### src/inc/mop_defs.vh
`ifndef MOP_DEFS_VH
`define MOP_DEFS_VH

// Command codes
`define MOP_CMD_MISC            8'hed
`define MOP_CMD_PREC            8'hee

// Miscellaneous options fields
`define MOP_BIT_PEC_REQ         15
`define MOP_BIT_SHDN_RELOAD     14
`define MOP_BIT_FLT_RELOAD      13
`define MOP_BIT_PIN_ROLE        12
`define MOP_BIT_PULLUP_N        3
`define MOP_BIT_CNT_RECOVER     2
`define MOP_RES_HI              1
`define MOP_RES_LO              0

// Precedence fields
`define MOP_BIT_STACK           12
`define MOP_BIT_SYNC            11
`define MOP_BIT_COMP            9
`define MOP_BIT_ADDR            8
`define MOP_BIT_ILV             5
`define MOP_BIT_TON             3
`define MOP_BIT_IOC             2
`define MOP_BIT_SW_RATE         1
`define MOP_BIT_OUT_VOLT        0

// Resolution codes and widths
`define MOP_RES_12              2'h0
`define MOP_RES_10              2'h1
`define MOP_RES_8               2'h2
`define MOP_RES_6               2'h3
`define MOP_W_12                4'hc
`define MOP_W_10                4'ha
`define MOP_W_8                 4'h8
`define MOP_W_6                 4'h6

// Widths and constants
`define MOP_NSEL                9
`define MOP_ZERO16              16'h0000
`define MOP_ZERO8               8'h00
`define MOP_ZERO9               9'h000
`define MOP_CNT_MAX             8'hff
`define MOP_NVM_NONE            2'h0
`define MOP_NVM_BOTH            2'h3
`define MOP_ONE8                8'h01
`define MOP_NVM_SEL_MISC        1'b0
`define MOP_NVM_SEL_PREC        1'b1

`endif

### src/logic/mop_fault_counter.v
`timescale 1ns/10ps
`include "mop_defs.vh"

module mop_fault_counter (
    // Clock and reset
    input  wire       i_sys_clk,
    input  wire       i_reset_n,
    // Control
    input  wire       i_clear_mode,
    input  wire       i_pwm_tick,
    input  wire       i_fault,
    // Count
    output reg  [7:0] o_count
);

    ////////////////////////////////////////////////////////////////////////////
    // Counter
    always @(posedge i_sys_clk or negedge i_reset_n) begin
        if (!i_reset_n) begin
            o_count <= `MOP_ZERO8;
        end else if (i_pwm_tick) begin
            if (i_fault) begin
                if (o_count != `MOP_CNT_MAX) begin
                    o_count <= o_count + `MOP_ONE8;
                end
            end else if (i_clear_mode) begin
                o_count <= `MOP_ZERO8;
            end else if (o_count != `MOP_ZERO8) begin
                o_count <= o_count - `MOP_ONE8;
            end
        end
    end

endmodule

### src/logic/mop_option_regs.v
// Summary of operation
// - Check byte required when bit fifteen set
// - Shutdown reloads setpoint with boot voltage
// - Fault retry restart reloads boot voltage
// - Bit twelve picks power-good or reset role
// - Bit three low enables reset-role pullup
// - Bit two picks decrement or clear recovery
// - Two-bit field selects converter resolution
// - Override bits keep pin-programmed values
// - Pins sampled at power-on only
// - Bit twelve selects stacking source
// - Bit eleven selects synchronization source
// - Bit nine selects compensation source
// - Bit eight selects bus address source
// - Bit five selects interleave source
// - Bit three selects rise time source
// - Bit two selects overcurrent limits source
// - Bit one selects switching rate source
// - Bit zero selects output voltage source
// - Selection applied at reset and restore
`timescale 1ns/10ps
`include "mop_defs.vh"

module mop_option_regs (
    // Clock and reset
    input  wire        i_sys_clk,
    input  wire        i_reset_n,
    // Command port
    input  wire        i_cmd_valid,
    input  wire [7:0]  i_cmd_code,
    input  wire        i_cmd_write,
    input  wire [15:0] i_cmd_wdata,
    input  wire        i_cmd_has_pec,
    output reg  [15:0] o_cmd_rdata,
    output reg         o_cmd_ack,
    output reg         o_pec_error,
    // Nonvolatile store
    input  wire        i_nvm_valid,
    input  wire        i_nvm_sel,
    input  wire [15:0] i_nvm_data,
    input  wire        i_restore_user_all,
    // Configuration pins and stored values
    input  wire [8:0]  i_pin_detect,
    input  wire [8:0]  i_stored_val,
    output reg  [8:0]  o_setting_val,
    output reg         o_setting_load,
    output reg  [8:0]  o_pin_latched,
    // Setpoint control
    input  wire        i_shutdown,
    input  wire        i_fault_restart,
    input  wire        i_retry_mode,
    output reg         o_setpoint_reload,
    // Shared status pin
    input  wire        i_power_good,
    input  wire        i_reset_assert,
    output reg         o_status_pin_o,
    output reg         o_status_pin_oe,
    output reg         o_status_pullup_en,
    // Fault counter and converter
    input  wire        i_pwm_tick,
    input  wire        i_fault,
    output reg  [7:0]  o_fault_count,
    output reg  [3:0]  o_adc_width,
    output reg         o_ready
);

    ////////////////////////////////////////////////////////////////////////////
    // State encoding
    localparam [2:0] ST_BOOT    = 3'h1;
    localparam [2:0] ST_RESOLVE = 3'h2;
    localparam [2:0] ST_RUN     = 3'h4;

    reg  [2:0]  state_reg;
    reg  [2:0]  state_next;
    reg  [15:0] misc_option_settings_reg;
    reg  [15:0] pin_value_precedence_reg;
    reg  [1:0]  nvm_got_reg;
    reg         pins_taken_reg;
    reg  [8:0]  pin_latched_reg;
    wire [8:0]  use_pin;
    wire [7:0]  count_w;

    ////////////////////////////////////////////////////////////////////////////
    // Functions
    function [3:0] res_width;
        input [1:0] code;
        begin
            case (code)
                `MOP_RES_12: res_width = `MOP_W_12;
                `MOP_RES_10: res_width = `MOP_W_10;
                `MOP_RES_8:  res_width = `MOP_W_8;
                default:     res_width = `MOP_W_6;
            endcase
        end
    endfunction

    function is_ours;
        input [7:0] code;
        begin
            is_ours = (code == `MOP_CMD_MISC) || (code == `MOP_CMD_PREC);
        end
    endfunction

    ////////////////////////////////////////////////////////////////////////////
    // Override bit map per setting group
    assign use_pin[0] = pin_value_precedence_reg[`MOP_BIT_OUT_VOLT];
    assign use_pin[1] = pin_value_precedence_reg[`MOP_BIT_SW_RATE];
    assign use_pin[2] = pin_value_precedence_reg[`MOP_BIT_IOC];
    assign use_pin[3] = pin_value_precedence_reg[`MOP_BIT_TON];
    assign use_pin[4] = pin_value_precedence_reg[`MOP_BIT_ILV];
    assign use_pin[5] = pin_value_precedence_reg[`MOP_BIT_ADDR];
    assign use_pin[6] = pin_value_precedence_reg[`MOP_BIT_COMP];
    assign use_pin[7] = pin_value_precedence_reg[`MOP_BIT_SYNC];
    assign use_pin[8] = pin_value_precedence_reg[`MOP_BIT_STACK];

    ////////////////////////////////////////////////////////////////////////////
    // Boot sequencer
    always @* begin
        state_next = state_reg;
        case (state_reg)
            ST_BOOT: begin
                if (nvm_got_reg == `MOP_NVM_BOTH) begin
                    state_next = ST_RESOLVE;
                end
            end
            ST_RESOLVE: begin
                state_next = ST_RUN;
            end
            ST_RUN: begin
                if (i_restore_user_all) begin
                    state_next = ST_BOOT;
                end
            end
            default: begin
                state_next = ST_BOOT;
            end
        endcase
    end

    always @(posedge i_sys_clk or negedge i_reset_n) begin
        if (!i_reset_n) begin
            state_reg <= ST_BOOT;
            nvm_got_reg <= `MOP_NVM_NONE;
        end else begin
            state_reg <= state_next;
            if (state_reg == ST_RUN && i_restore_user_all) begin
                nvm_got_reg <= `MOP_NVM_NONE;
            end else if (i_nvm_valid && state_reg == ST_BOOT) begin
                if (i_nvm_sel == `MOP_NVM_SEL_PREC) begin
                    nvm_got_reg[1] <= 1'b1;
                end else begin
                    nvm_got_reg[0] <= 1'b1;
                end
            end
        end
    end

    ////////////////////////////////////////////////////////////////////////////
    // Pin sampling once after power-on release
    always @(posedge i_sys_clk or negedge i_reset_n) begin
        if (!i_reset_n) begin
            pins_taken_reg <= 1'b0;
            pin_latched_reg <= `MOP_ZERO9;
        end else if (!pins_taken_reg) begin
            pins_taken_reg <= 1'b1;
            pin_latched_reg <= i_pin_detect;
        end
    end

    ////////////////////////////////////////////////////////////////////////////
    // Registers and command port
    always @(posedge i_sys_clk or negedge i_reset_n) begin
        if (!i_reset_n) begin
            misc_option_settings_reg <= `MOP_ZERO16;
            pin_value_precedence_reg <= `MOP_ZERO16;
            o_cmd_rdata <= `MOP_ZERO16;
            o_cmd_ack <= 1'b0;
            o_pec_error <= 1'b0;
        end else begin
            o_cmd_ack <= 1'b0;
            o_pec_error <= 1'b0;
            if (i_nvm_valid && state_reg == ST_BOOT) begin
                if (i_nvm_sel == `MOP_NVM_SEL_PREC) begin
                    pin_value_precedence_reg <= i_nvm_data;
                end else begin
                    misc_option_settings_reg <= i_nvm_data;
                end
            end else if (i_cmd_valid && is_ours(i_cmd_code)) begin
                if (misc_option_settings_reg[`MOP_BIT_PEC_REQ] && !i_cmd_has_pec) begin
                    o_pec_error <= 1'b1;
                end else begin
                    o_cmd_ack <= 1'b1;
                    if (i_cmd_write) begin
                        if (i_cmd_code == `MOP_CMD_PREC) begin
                            pin_value_precedence_reg <= i_cmd_wdata;
                        end else begin
                            misc_option_settings_reg <= i_cmd_wdata;
                        end
                    end else if (i_cmd_code == `MOP_CMD_PREC) begin
                        o_cmd_rdata <= pin_value_precedence_reg;
                    end else begin
                        o_cmd_rdata <= misc_option_settings_reg;
                    end
                end
            end
        end
    end

    ////////////////////////////////////////////////////////////////////////////
    // Setting source selection
    genvar g;
    generate
        for (g = 0; g < `MOP_NSEL; g = g + 1) begin : g_sel
            always @(posedge i_sys_clk or negedge i_reset_n) begin
                if (!i_reset_n) begin
                    o_setting_val[g] <= 1'b0;
                end else if (state_reg == ST_RESOLVE) begin
                    o_setting_val[g] <= use_pin[g] ? pin_latched_reg[g] : i_stored_val[g];
                end
            end
        end
    endgenerate

    always @(posedge i_sys_clk or negedge i_reset_n) begin
        if (!i_reset_n) begin
            o_setting_load <= 1'b0;
            o_ready <= 1'b0;
            o_pin_latched <= `MOP_ZERO9;
        end else begin
            o_setting_load <= (state_reg == ST_RESOLVE);
            o_ready <= (state_reg == ST_RUN);
            o_pin_latched <= pin_latched_reg;
        end
    end

    ////////////////////////////////////////////////////////////////////////////
    // Setpoint reload and status pin
    always @(posedge i_sys_clk or negedge i_reset_n) begin
        if (!i_reset_n) begin
            o_setpoint_reload <= 1'b0;
            o_status_pin_o <= 1'b0;
            o_status_pin_oe <= 1'b1;
            o_status_pullup_en <= 1'b0;
        end else begin
            o_setpoint_reload <=
                (i_shutdown && misc_option_settings_reg[`MOP_BIT_SHDN_RELOAD]) ||
                (i_fault_restart && i_retry_mode &&
                 misc_option_settings_reg[`MOP_BIT_FLT_RELOAD]);
            o_status_pin_o <= 1'b0;
            if (misc_option_settings_reg[`MOP_BIT_PIN_ROLE]) begin
                o_status_pin_oe <= i_reset_assert;
                o_status_pullup_en <= !misc_option_settings_reg[`MOP_BIT_PULLUP_N];
            end else begin
                o_status_pin_oe <= !i_power_good;
                o_status_pullup_en <= 1'b0;
            end
        end
    end

    ////////////////////////////////////////////////////////////////////////////
    // Fault counter and resolution
    mop_fault_counter u_fault_counter (
        .i_sys_clk    (i_sys_clk),
        .i_reset_n    (i_reset_n),
        .i_clear_mode (misc_option_settings_reg[`MOP_BIT_CNT_RECOVER]),
        .i_pwm_tick   (i_pwm_tick),
        .i_fault      (i_fault),
        .o_count      (count_w)
    );

    always @(posedge i_sys_clk or negedge i_reset_n) begin
        if (!i_reset_n) begin
            o_fault_count <= `MOP_ZERO8;
            o_adc_width <= `MOP_W_12;
        end else begin
            o_fault_count <= count_w;
            o_adc_width <= res_width(
                misc_option_settings_reg[`MOP_RES_HI:`MOP_RES_LO]);
        end
    end

endmodule

### config.mk
export PLATFORM = sky130hd
export DESIGN_NAME = mop_option_regs
export DESIGN_NICKNAME = d
export VERILOG_FILES = /design/src/logic/mop_fault_counter.v /design/src/logic/mop_option_regs.v
export VERILOG_INCLUDE_DIRS = /design/src /design/src/inc
export SDC_FILE = /design/constraint.sdc
export NUM_CORES = 1
export LEC_CHECK = 0
export ABC_AREA = 0
export BUFFER_PORTS_ARGS = -buffer_cell sky130_fd_sc_hd__buf_2
export CORE_ASPECT_RATIO = 1.2
export CORE_UTILIZATION = 55
export CTS_CLUSTER_DIAMETER = 60
export DETAILED_ROUTE_END_ITERATION = 12
export MAX_ROUTING_LAYER = met4
export PLACE_DENSITY = 0.9
export SETUP_SLACK_MARGIN = 0.5
export SYNTH_ARGS = -nofsm -noshare
export SYNTH_HDL_FRONTEND = slang
export SYNTH_SLANG_ARGS = --single-unit
### constraint.sdc
create_clock -name i_sys_clk -period 3.49 [get_ports i_sys_clk]
set_input_delay 1.047 -clock i_sys_clk [delete_from_list [all_inputs] [get_ports i_sys_clk]]
set_output_delay 1.047 -clock i_sys_clk [all_outputs]
set_load 0.02 [all_outputs]
==> results of run 1 <==
## cells in the mapped netlist (all sizes together) (2+ instances only)
library cell / number / area (µm²)
dfrtp: 103 / 2577
mux2: 41 / 461.7
o221a: 31 / 349.1
nand2b: 19 / 118.9
nor2: 19 / 71.32
or2: 18 / 112.6
a21oi: 15 / 75.07
clkbuf: 11 / 41.29
o21ai: 11 / 55.05
buf: 10 / 66.31
mux2i: 10 / 100.1
nand2: 10 / 37.54
nand3: 8 / 40.04
inv: 7 / 26.28
ha: 5 / 62.56
a31oi: 4 / 25.02
dfstp: 4 / 105.1
a32o: 3 / 30.03
nand4: 3 / 18.77
nor3b: 3 / 22.52
a21o: 2 / 15.01
a2bb2oi: 2 / 17.52
and3: 2 / 12.51
conb: 2 / 7.510
nand3b: 2 / 15.01
nand4b: 2 / 17.52
nor2b: 2 / 12.51
nor4: 2 / 12.51
nor4b: 2 / 38.78
o31ai: 2 / 15.01
or4: 2 / 18.77
## metal layers
metal | vias to the layer above | global-route usage, % | share of wire (%)
li1 | 1622 | - | -
met1 | 1832 | 35.21 | 41
met2 | 170 | 41.95 | 51
met3 | 22 | 3.984 | 6.2
met4 | 0 | 11.07 | 2.4
met5 | - | - | 0
## where the power goes
| part | internal (mW) | total [mW] | switching [mW] |
|---|---|---|---|
| registers | 1.65 | 2.00 | 0.342 |
| clock network | 0.294 | 0.741 | 0.447 |
| logic | 0.649 | 1.34 | 0.692 |
| total | 2.60 | 4.08 | 1.48 |
## cell usage in the layout, fill, tap and decap left out, drive strengths merged, types with 4 or more instances in the layout
cell / count
o21ai: 11
mux2i: 10
nand2b: 19
or2: 18
dfstp: 4
dfrtp: 103
nor2: 19
a31oi: 4
a21oi: 15
buf: 131
ha: 5
clkbuf: 10
nand3: 8
inv: 10
o221a: 31
mux2: 41
nand2: 10
## area by class of cell
| type | instances | area (µm²) |
|---|---|---|
| inverter | 7 | 26.28 |
| clock inverter | 6 | 56.30 |
| clock buffer | 10 | 137.6 |
| tap | 114 | 142.6 |
| multi-input combinational | 240 | 1924 |
| timing repair buffer | 131 | 688.2 |
| sequential | 107 | 2683 |
| fill | 579 | 2585 |
## stage by stage
step	worst slack [ps]	instances	area (µm²)
final	961.7	615	5658
after CTS	972.9	615	5658
after floorplan	646.7	375	4727
after global placement	679.8	599	5464
after detailed placement	601.8	599	5464
after global routing	912.6	615	5658
## worst max-delay path by stage
stage	slack, ps	from	endpoint
global placement	680	i_cmd_code[4]	o_cmd_rdata[13]
CTS	970	i_cmd_code[4]	o_cmd_rdata[10]
finish	960	i_cmd_code[4]	o_cmd_rdata[15]
global route	910	i_cmd_code[4]	o_cmd_rdata[10]
floorplan	650	i_cmd_code[4]	o_cmd_rdata[10]
detailed placement	600	i_cmd_code[4]	o_cmd_rdata[11]
## cells by family (layout without fill, tap and decap cells)
logic type / after synthesis / count (layout)
flip-flops: 107 / 107
AND/OR/NAND/NOR: 100 / 100
AO/OA/AOI/OAI: 79 / 79
multiplexers: 51 / 51
buffers and inverters: 28 / 154
adder cells (fa/ha/maj): 5 / 5
other: 2 / 3
XOR/XNOR: 2 / 2
## worst register-to-register path, stage by stage (launching register included)
cell and delay, ps:
sky130_fd_sc_hd__dfrtp_1 460, sky130_fd_sc_hd__ha_1 290, sky130_fd_sc_hd__nand4_1 280, sky130_fd_sc_hd__o21ai_0 530, sky130_fd_sc_hd__nor2_1 240, sky130_fd_sc_hd__a311o_1 370
==> impl_table.tex, run 1 <==
\begin{tabular}{lr}
\hline
Metric & Value \\
\hline
\multicolumn{2}{l}{\textbf{Synthesis}} \\
\quad Flip-flop cell with the highest count after synthesis & sky130\_fd\_sc\_hd\_\_dfrtp\_1 \\
\quad Compound-cell area share of the yosys netlist & 13.85\% \\
\quad Xor/xnor cell area share of the yosys netlist & 0.3709\% \\
\quad Seq cells post-synth & 107 \\
\quad Post-synthesis share of cell area spent on and, or, nand and nor gates & 12.77\% \\
\quad Count of mapped cells out of synthesis & 374 \\
\quad Cell area after technology mapping & 4723 µm² \\
\quad Number of enable-type register cells in the synthesized netlist & 0 \\
\quad Share of synthesized area occupied by flip-flops and latches & 56.79\% \\
\quad Combinational family with the most area after synthesis & compound AO/OA/AOI/OAI gates \\
\quad Count of distinct cell types in the synthesized netlist & 52 \\
\quad Number of warning messages in the yosys log & 0 \\
\quad Portion of netlist area occupied by mux cells & 11.89\% \\
\quad Async S/R FF share, synth & 100.0\% \\
\quad Mean area per synthesized cell & 12.63 µm² \\
\quad Synthesized-area fraction occupied by adder cells & 1.325\% \\
\multicolumn{2}{l}{\textbf{Timing}} \\
\quad Hold Violations, Final & 0 \\
\quad Transition time at the pin with the least slew margin & 1261 ps \\
\quad Fin Clk Skew & 14.20 ps \\
\quad Min Tclk post-route & 2528 ps \\
\quad Accumulated negative setup slack & 0 ps \\
\quad Relative slew slack & 15.55\% \\
\quad Portion of the clock cycle consumed by the worst path in the final layout & 72.45\% \\
\quad Final-report setup violation count & 0 \\
\quad Maximum clock frequency & 395.5 MHz \\
\quad Number of max-slew violations in the final report & 0 \\
\quad Worst Hold Slack & 403.6 ps \\
\quad RSZ-0062 raised after global routing & no \\
\multicolumn{2}{l}{\textbf{Cells and area}} \\
\quad Share of cells above drive strength 1 & 49.50\% \\
\quad Count of antenna diodes in the layout & 0 \\
\quad End-of-flow core utilization & 68.64\% \\
\quad Post-synthesis to final-layout area growth & 19.79\% \\
\quad Number of nets in the layout & 574 \\
\multicolumn{2}{l}{\textbf{Worst setup path}} \\
\quad Delay contributed by the slowest stage of the critical path & 460 ps \\
\quad Cell-by-cell trace of the critical path & buf\_2 -> nand4b\_1 -> nor4b\_4 -> and4b\_1 -> buf\_4 -> mux2\_2 \\
\quad Critical R2R Capture & u\_fault\_counter.o\_count[7] \\
\quad CP Class & in2reg \\
\quad Stages on the worst setup path & 6 \\
\quad Worst R2R Start & u\_fault\_counter.o\_count[0] \\
\quad Critical path buffer and inverter count & 2 \\
\quad Setup crit start kind & input pin \\
\quad Kind of cell adding the most delay to the critical path & simple AND/OR/NAND/NOR gates \\
\quad Endpoint type of the worst setup path & register \\
\quad Arrival time worst endpoint & 2780 ps \\
\quad Reg-to-reg setup timing slack & 1240 ps \\
\quad Cell count of the worst reg-to-reg path & 5 \\
\quad Critical path data required time & 3740 ps \\
\quad Crit-path max FO & 16 \\
\quad CP max stage cell & sky130\_fd\_sc\_hd\_\_nor4b\_4 \\
\multicolumn{2}{l}{\textbf{Power}} \\
\quad Power per standard cell area & 720.9 nW/µm² \\
\quad Leak pwr & 2.648 nW \\
\quad Post-layout power & 4.079 mW \\
\quad Max IR drop VDD & 0.0003373 V \\
\multicolumn{2}{l}{\textbf{Global route}} \\
\quad Vias in the first global route & 3596 \\
\quad Initial antenna violation count & 0 \\
\quad Global-route wire length before repair & 17750 µm \\
\quad Largest net degree at the start of global routing & 61 \\
\quad Residual overflow from global routing & 0 \\
\quad Overall Global Routing Usage & 26.85\% \\
\multicolumn{2}{l}{\textbf{Die}} \\
\quad Cell row count & 36 \\
\quad Top Ports & 127 \\
\quad Die area & 8964 µm² \\
\quad Chip Height & 103.5 µm \\
\quad Die Wd & 86.60 µm \\
\quad Effective utilization at floorplan & 57.30\% \\
\quad Area inside the core boundary & 8243 µm² \\
\multicolumn{2}{l}{\textbf{Placement}} \\
\quad HPWL after detailed placement & 8016 µm \\
\quad Placer's final routability congestion estimate & 0.9117 \\
\quad PortBufs & 124 \\
\multicolumn{2}{l}{\textbf{Hold path}} \\
\quad Instance count along the most critical hold path & 0 \\
\quad Path category of the worst min-delay check & reg2reg \\
\quad HP Start & pin\_latched\_reg[8] \\
\quad Hold path endpoint & o\_pin\_latched[8] \\
\multicolumn{2}{l}{\textbf{Clock network}} \\
\quad Clock tree sinks & 107 \\
\quad TritonCTS clock tree & built \\
\quad Buffers inserted during post-CTS setup optimization & 0 \\
\quad Number of cells upsized or downsized after cts & 0 \\
\quad Clock insertion delay at the later pin of the skew report & 370 ps \\
\quad Clock slew seen by the registers of the worst setup and hold paths & 110 ps \\
\quad Cts bufs inserted & 9 \\
\quad CTS H-tree depth & 3 \\
\quad Maximum count of clock buffers along a single path & 2 \\
\quad Clock root buffer & sky130\_fd\_sc\_hd\_\_clkbuf\_8 \\
\quad Hold buffers post-CTS & 0 \\
\multicolumn{2}{l}{\textbf{Drt}} \\
\quad Number of DRC markers in iteration 0 & 315 \\
\quad Detail Route Antenna Nets & 0 \\
\quad Drt pass-1 iters & 6 \\
\quad Remaining routing DRC violations & 0 \\
\quad Drt via density & 5.928 \\
\quad Total detailed-routing wirelength & 11240 µm \\
\quad Routed wire per std cell & 18.28 µm \\
\quad Detailed-route via count & 3646 \\
\multicolumn{2}{l}{\textbf{Outcome}} \\
\quad Outcome & completed \\
\multicolumn{2}{l}{\textbf{Flow run}} \\
\quad Max-cap violations & 0 \\
\hline
\end{tabular}
(Power assumes the default switching activity.)
==> run 2, diff against run 1 <==
CORE_UTILIZATION = 47   (was 55)
PLACE_DENSITY = 0.82   (was 0.9)
clock period = 2.3 ns   (was 3.49 ns; I/O delays follow)
==> impl_table.tex, run 2 (synthesis gave the netlist of run 1 again) <==
\begin{tabular}{lr}
\hline
Metric & Value \\
\hline
\multicolumn{2}{l}{\textbf{Worst setup path}} \\
\quad CP Class & in2reg \\
\quad Cell-by-cell trace of the critical path & buf\_6 -> nand4b\_1 -> nor4b\_4 -> buf\_6 -> buf\_16 -> mux2\_4 -> mux2\_2 \\
\quad Crit-path max FO & 8 (-8) \\
\quad Critical path data required time & 2520 ps (-1220 ps) \\
\quad CP max stage cell & sky130\_fd\_sc\_hd\_\_mux2\_4 \\
\quad Delay contributed by the slowest stage of the critical path & 300 ps (-160 ps) \\
\quad Endpoint type of the worst setup path & register \\
\quad Critical path buffer and inverter count & 3 (+1) \\
\quad Kind of cell adding the most delay to the critical path & multiplexers \\
\quad Arrival time worst endpoint & 2260 ps (-520 ps) \\
\quad Setup crit start kind & input pin \\
\quad Top cell by count, worst path & sky130\_fd\_sc\_hd\_\_buf\_6 \\
\multicolumn{2}{l}{\textbf{Placement}} \\
\quad Post-placement worst setup slack & -132.1 ps (-733.9 ps) \\
\quad Placer's final routability congestion estimate & 0.8840 (-3.0\%) \\
\quad HPWL after detailed placement & 8624 µm (+7.6\%) \\
\quad PortBufs & 124 (unchanged) \\
\multicolumn{2}{l}{\textbf{Clock network}} \\
\quad TritonCTS clock tree & built \\
\quad Clock tree sinks & 107 (unchanged) \\
\quad Hold buffers post-CTS & 0 (unchanged) \\
\quad CTS H-tree depth & 3 (unchanged) \\
\quad Maximum count of clock buffers along a single path & 2 (unchanged) \\
\quad Clock insertion delay at the later pin of the skew report & 350 ps (-20 ps) \\
\quad Clock root buffer & sky130\_fd\_sc\_hd\_\_clkbuf\_16 \\
\quad Cts bufs inserted & 9 (unchanged) \\
\quad Clock slew seen by the registers of the worst setup and hold paths & 80 ps (-30 ps) \\
\multicolumn{2}{l}{\textbf{Drt}} \\
\quad Number of DRC markers in iteration 0 & 221 (-30\%) \\
\quad Routed wire per std cell & 21.96 µm (+20\%) \\
\quad Remaining routing DRC violations & 0 (unchanged) \\
\quad Drt pass-1 iters & 4 (-2) \\
\quad Detail Route Antenna Nets & 0 (unchanged) \\
\quad Total detailed-routing wirelength & 14380 µm (+28\%) \\
\quad Detailed-route via count & 3885 (+6.6\%) \\
\quad Drt via density & 5.931 (about the same) \\
\multicolumn{2}{l}{\textbf{Global route}} \\
\quad Overall Global Routing Usage & 28.09\% (+1.2 points) \\
\quad Residual overflow from global routing & 0 (unchanged) \\
\quad Global-route wire length before repair & 21310 µm (+20\%) \\
\quad Largest net degree at the start of global routing & 40 (-34\%) \\
\quad Initial antenna violation count & 0 (unchanged) \\
\quad Vias in the first global route & 4047 (+13\%) \\
\multicolumn{2}{l}{\textbf{Cells and area}} \\
\quad End-of-flow core utilization & 69.88\% (+1.2 points) \\
\quad Most used cells in the layout excluding fill and tap cells & sky130\_fd\_sc\_hd\_\_buf\_2 (122), sky130\_fd\_sc\_hd\_\_dfrtp\_1 (101), sky130\_fd\_sc\_hd\_\_mux2\_4 (31), sky130\_fd\_sc\_hd\_\_o221a\_4 (31), sky130\_fd\_sc\_hd\_\_buf\_4 (21) \\
\quad Post-synthesis to final-layout area growth & 42.94\% \\
\quad Count of antenna diodes in the layout & 0 (unchanged) \\
\quad Most common cell after layout, fill and taps aside & sky130\_fd\_sc\_hd\_\_buf\_2 \\
\quad Number of nets in the layout & 605 (+5.4\%) \\
\quad Share of cells above drive strength 1 & 56.20\% (+6.7 points) \\
\multicolumn{2}{l}{\textbf{Timing}} \\
\quad Fin Clk Skew & 11.62 ps (-2.577 ps) \\
\quad Number of max-slew violations in the final report & 0 (unchanged) \\
\quad Final-report setup violation count & 0 (unchanged) \\
\quad RSZ-0062 raised after global routing & yes \\
\quad Portion of the clock cycle consumed by the worst path in the final layout & 88.71\% \\
\quad Final critical-path setup slack & 259.6 ps (-702.1 ps) \\
\quad Worst Hold Slack & 301.2 ps (-102.4 ps) \\
\quad Maximum clock frequency & 490.1 MHz \\
\quad Accumulated negative setup slack & 0 ps (unchanged) \\
\quad Hold Violations, Final & 0 (unchanged) \\
\quad Min Tclk post-route & 2040 ps \\
\multicolumn{2}{l}{\textbf{Power}} \\
\quad Max IR drop VDD & 0.0007185 V (+110\%) \\
\quad Power per standard cell area & 1136 nW/µm² (+58\%) \\
\quad Leak pwr & 3.100 nW (+17\%) \\
\multicolumn{2}{l}{\textbf{Die}} \\
\quad Die Wd & 93.51 µm (+8.0\%) \\
\quad Die area & 10460 µm² (+17\%) \\
\quad Effective utilization at floorplan & 48.89\% (-8.4 points) \\
\quad Cell row count & 39 (+8.3\%) \\
\quad Top Ports & 127 (unchanged) \\
\quad Area inside the core boundary & 9662 µm² (+17\%) \\
\quad Chip Height & 111.8 µm (+8.0\%) \\
\multicolumn{2}{l}{\textbf{Flow run}} \\
\quad Max-cap violations & 0 (unchanged) \\
\multicolumn{2}{l}{\textbf{Outcome}} \\
\quad Outcome & completed \\
\multicolumn{2}{l}{\textbf{Hold path}} \\
\quad Path category of the worst min-delay check & in2async \\
\hline
\end{tabular}
-- run 2: cell types whose count changed in the layout (fill, tap and decap cells not counted), sizes merged --
cell,previous run,this run
buf,131,160
inv,10,8
clkinvlp,1,0
clkbuf,10,12
bufinv,0,3
-- run 2: path summary, 6_finish.rpt --
path | start | to | slack (ps) | depth (start not counted)
worst max register to register | state_reg[0] | pin_value_precedence_reg[7] | 320 | 7
worst max-delay path | i_cmd_code[4] | o_cmd_rdata[9] | 260 | 7
worst min register to register | pin_latched_reg[3] | o_pin_latched[3] | 400 | 0
max in group asynchronous | i_reset_n | o_status_pin_oe | 1360 | 2
worst min-delay path | i_reset_n | o_fault_count[4] | 300 | 1
min in group i_sys_clk | pin_latched_reg[3] | o_pin_latched[3] | 400 | 0
-- run 2: timing repair --
action,CTS,global route
pin swaps,20,17
setup buffers,6,8
gates cloned,3,2
endpoints found under the setup margin,56,56
resized for setup,64,27
endpoints found under the hold margin,0,0
-- run 2: area by class of cell --
| class | count | area (µm²) |
|---|---|---|
| Fill cell | 664 | 2910 |
| Sequential cell | 107 | 2685 |
| Multi-Input combinational cell | 240 | 2440 |
| Timing Repair Buffer | 162 | 1105 |
| Clock buffer | 10 | 229.0 |
| Tap cell | 123 | 153.9 |
| Clock inverter | 6 | 112.6 |
| Inverter | 7 | 26.28 |
-- run 2: routing by layer --
| metal | up-vias | global-route usage, % | routed length, µm |
|---|---|---|---|
| met2 | 173 | 47.11 | 7602 |
| met5 | - | - | 0 |
| met1 | 1976 | 32.35 | 5373 |
| met4 | 0 | 13.85 | 679 |
| met3 | 53 | 4.645 | 727 |
| li1 | 1683 | - | - |
-- run 2: report_power, final --
part | internal, mW | total (mW) | switching (mW)
registers | 2.52 | 3.09 | 0.576
logic | 1.51 | 2.80 | 1.30
clock network | 1.07 | 1.77 | 0.703
total | 5.09 | 7.67 | 2.57
-- run 2: through the flow --
step | std cells | cell area (µm²) | power (mW)
global placement | 620 | 5734 | 5.172
CTS | 645 | 6501 | 7.453
floorplan | 375 | 4890 | 4.515
global route | 655 | 6751 | 8.007
finish | 655 | 6751 | 7.670
detailed placement | 620 | 5734 | 5.309
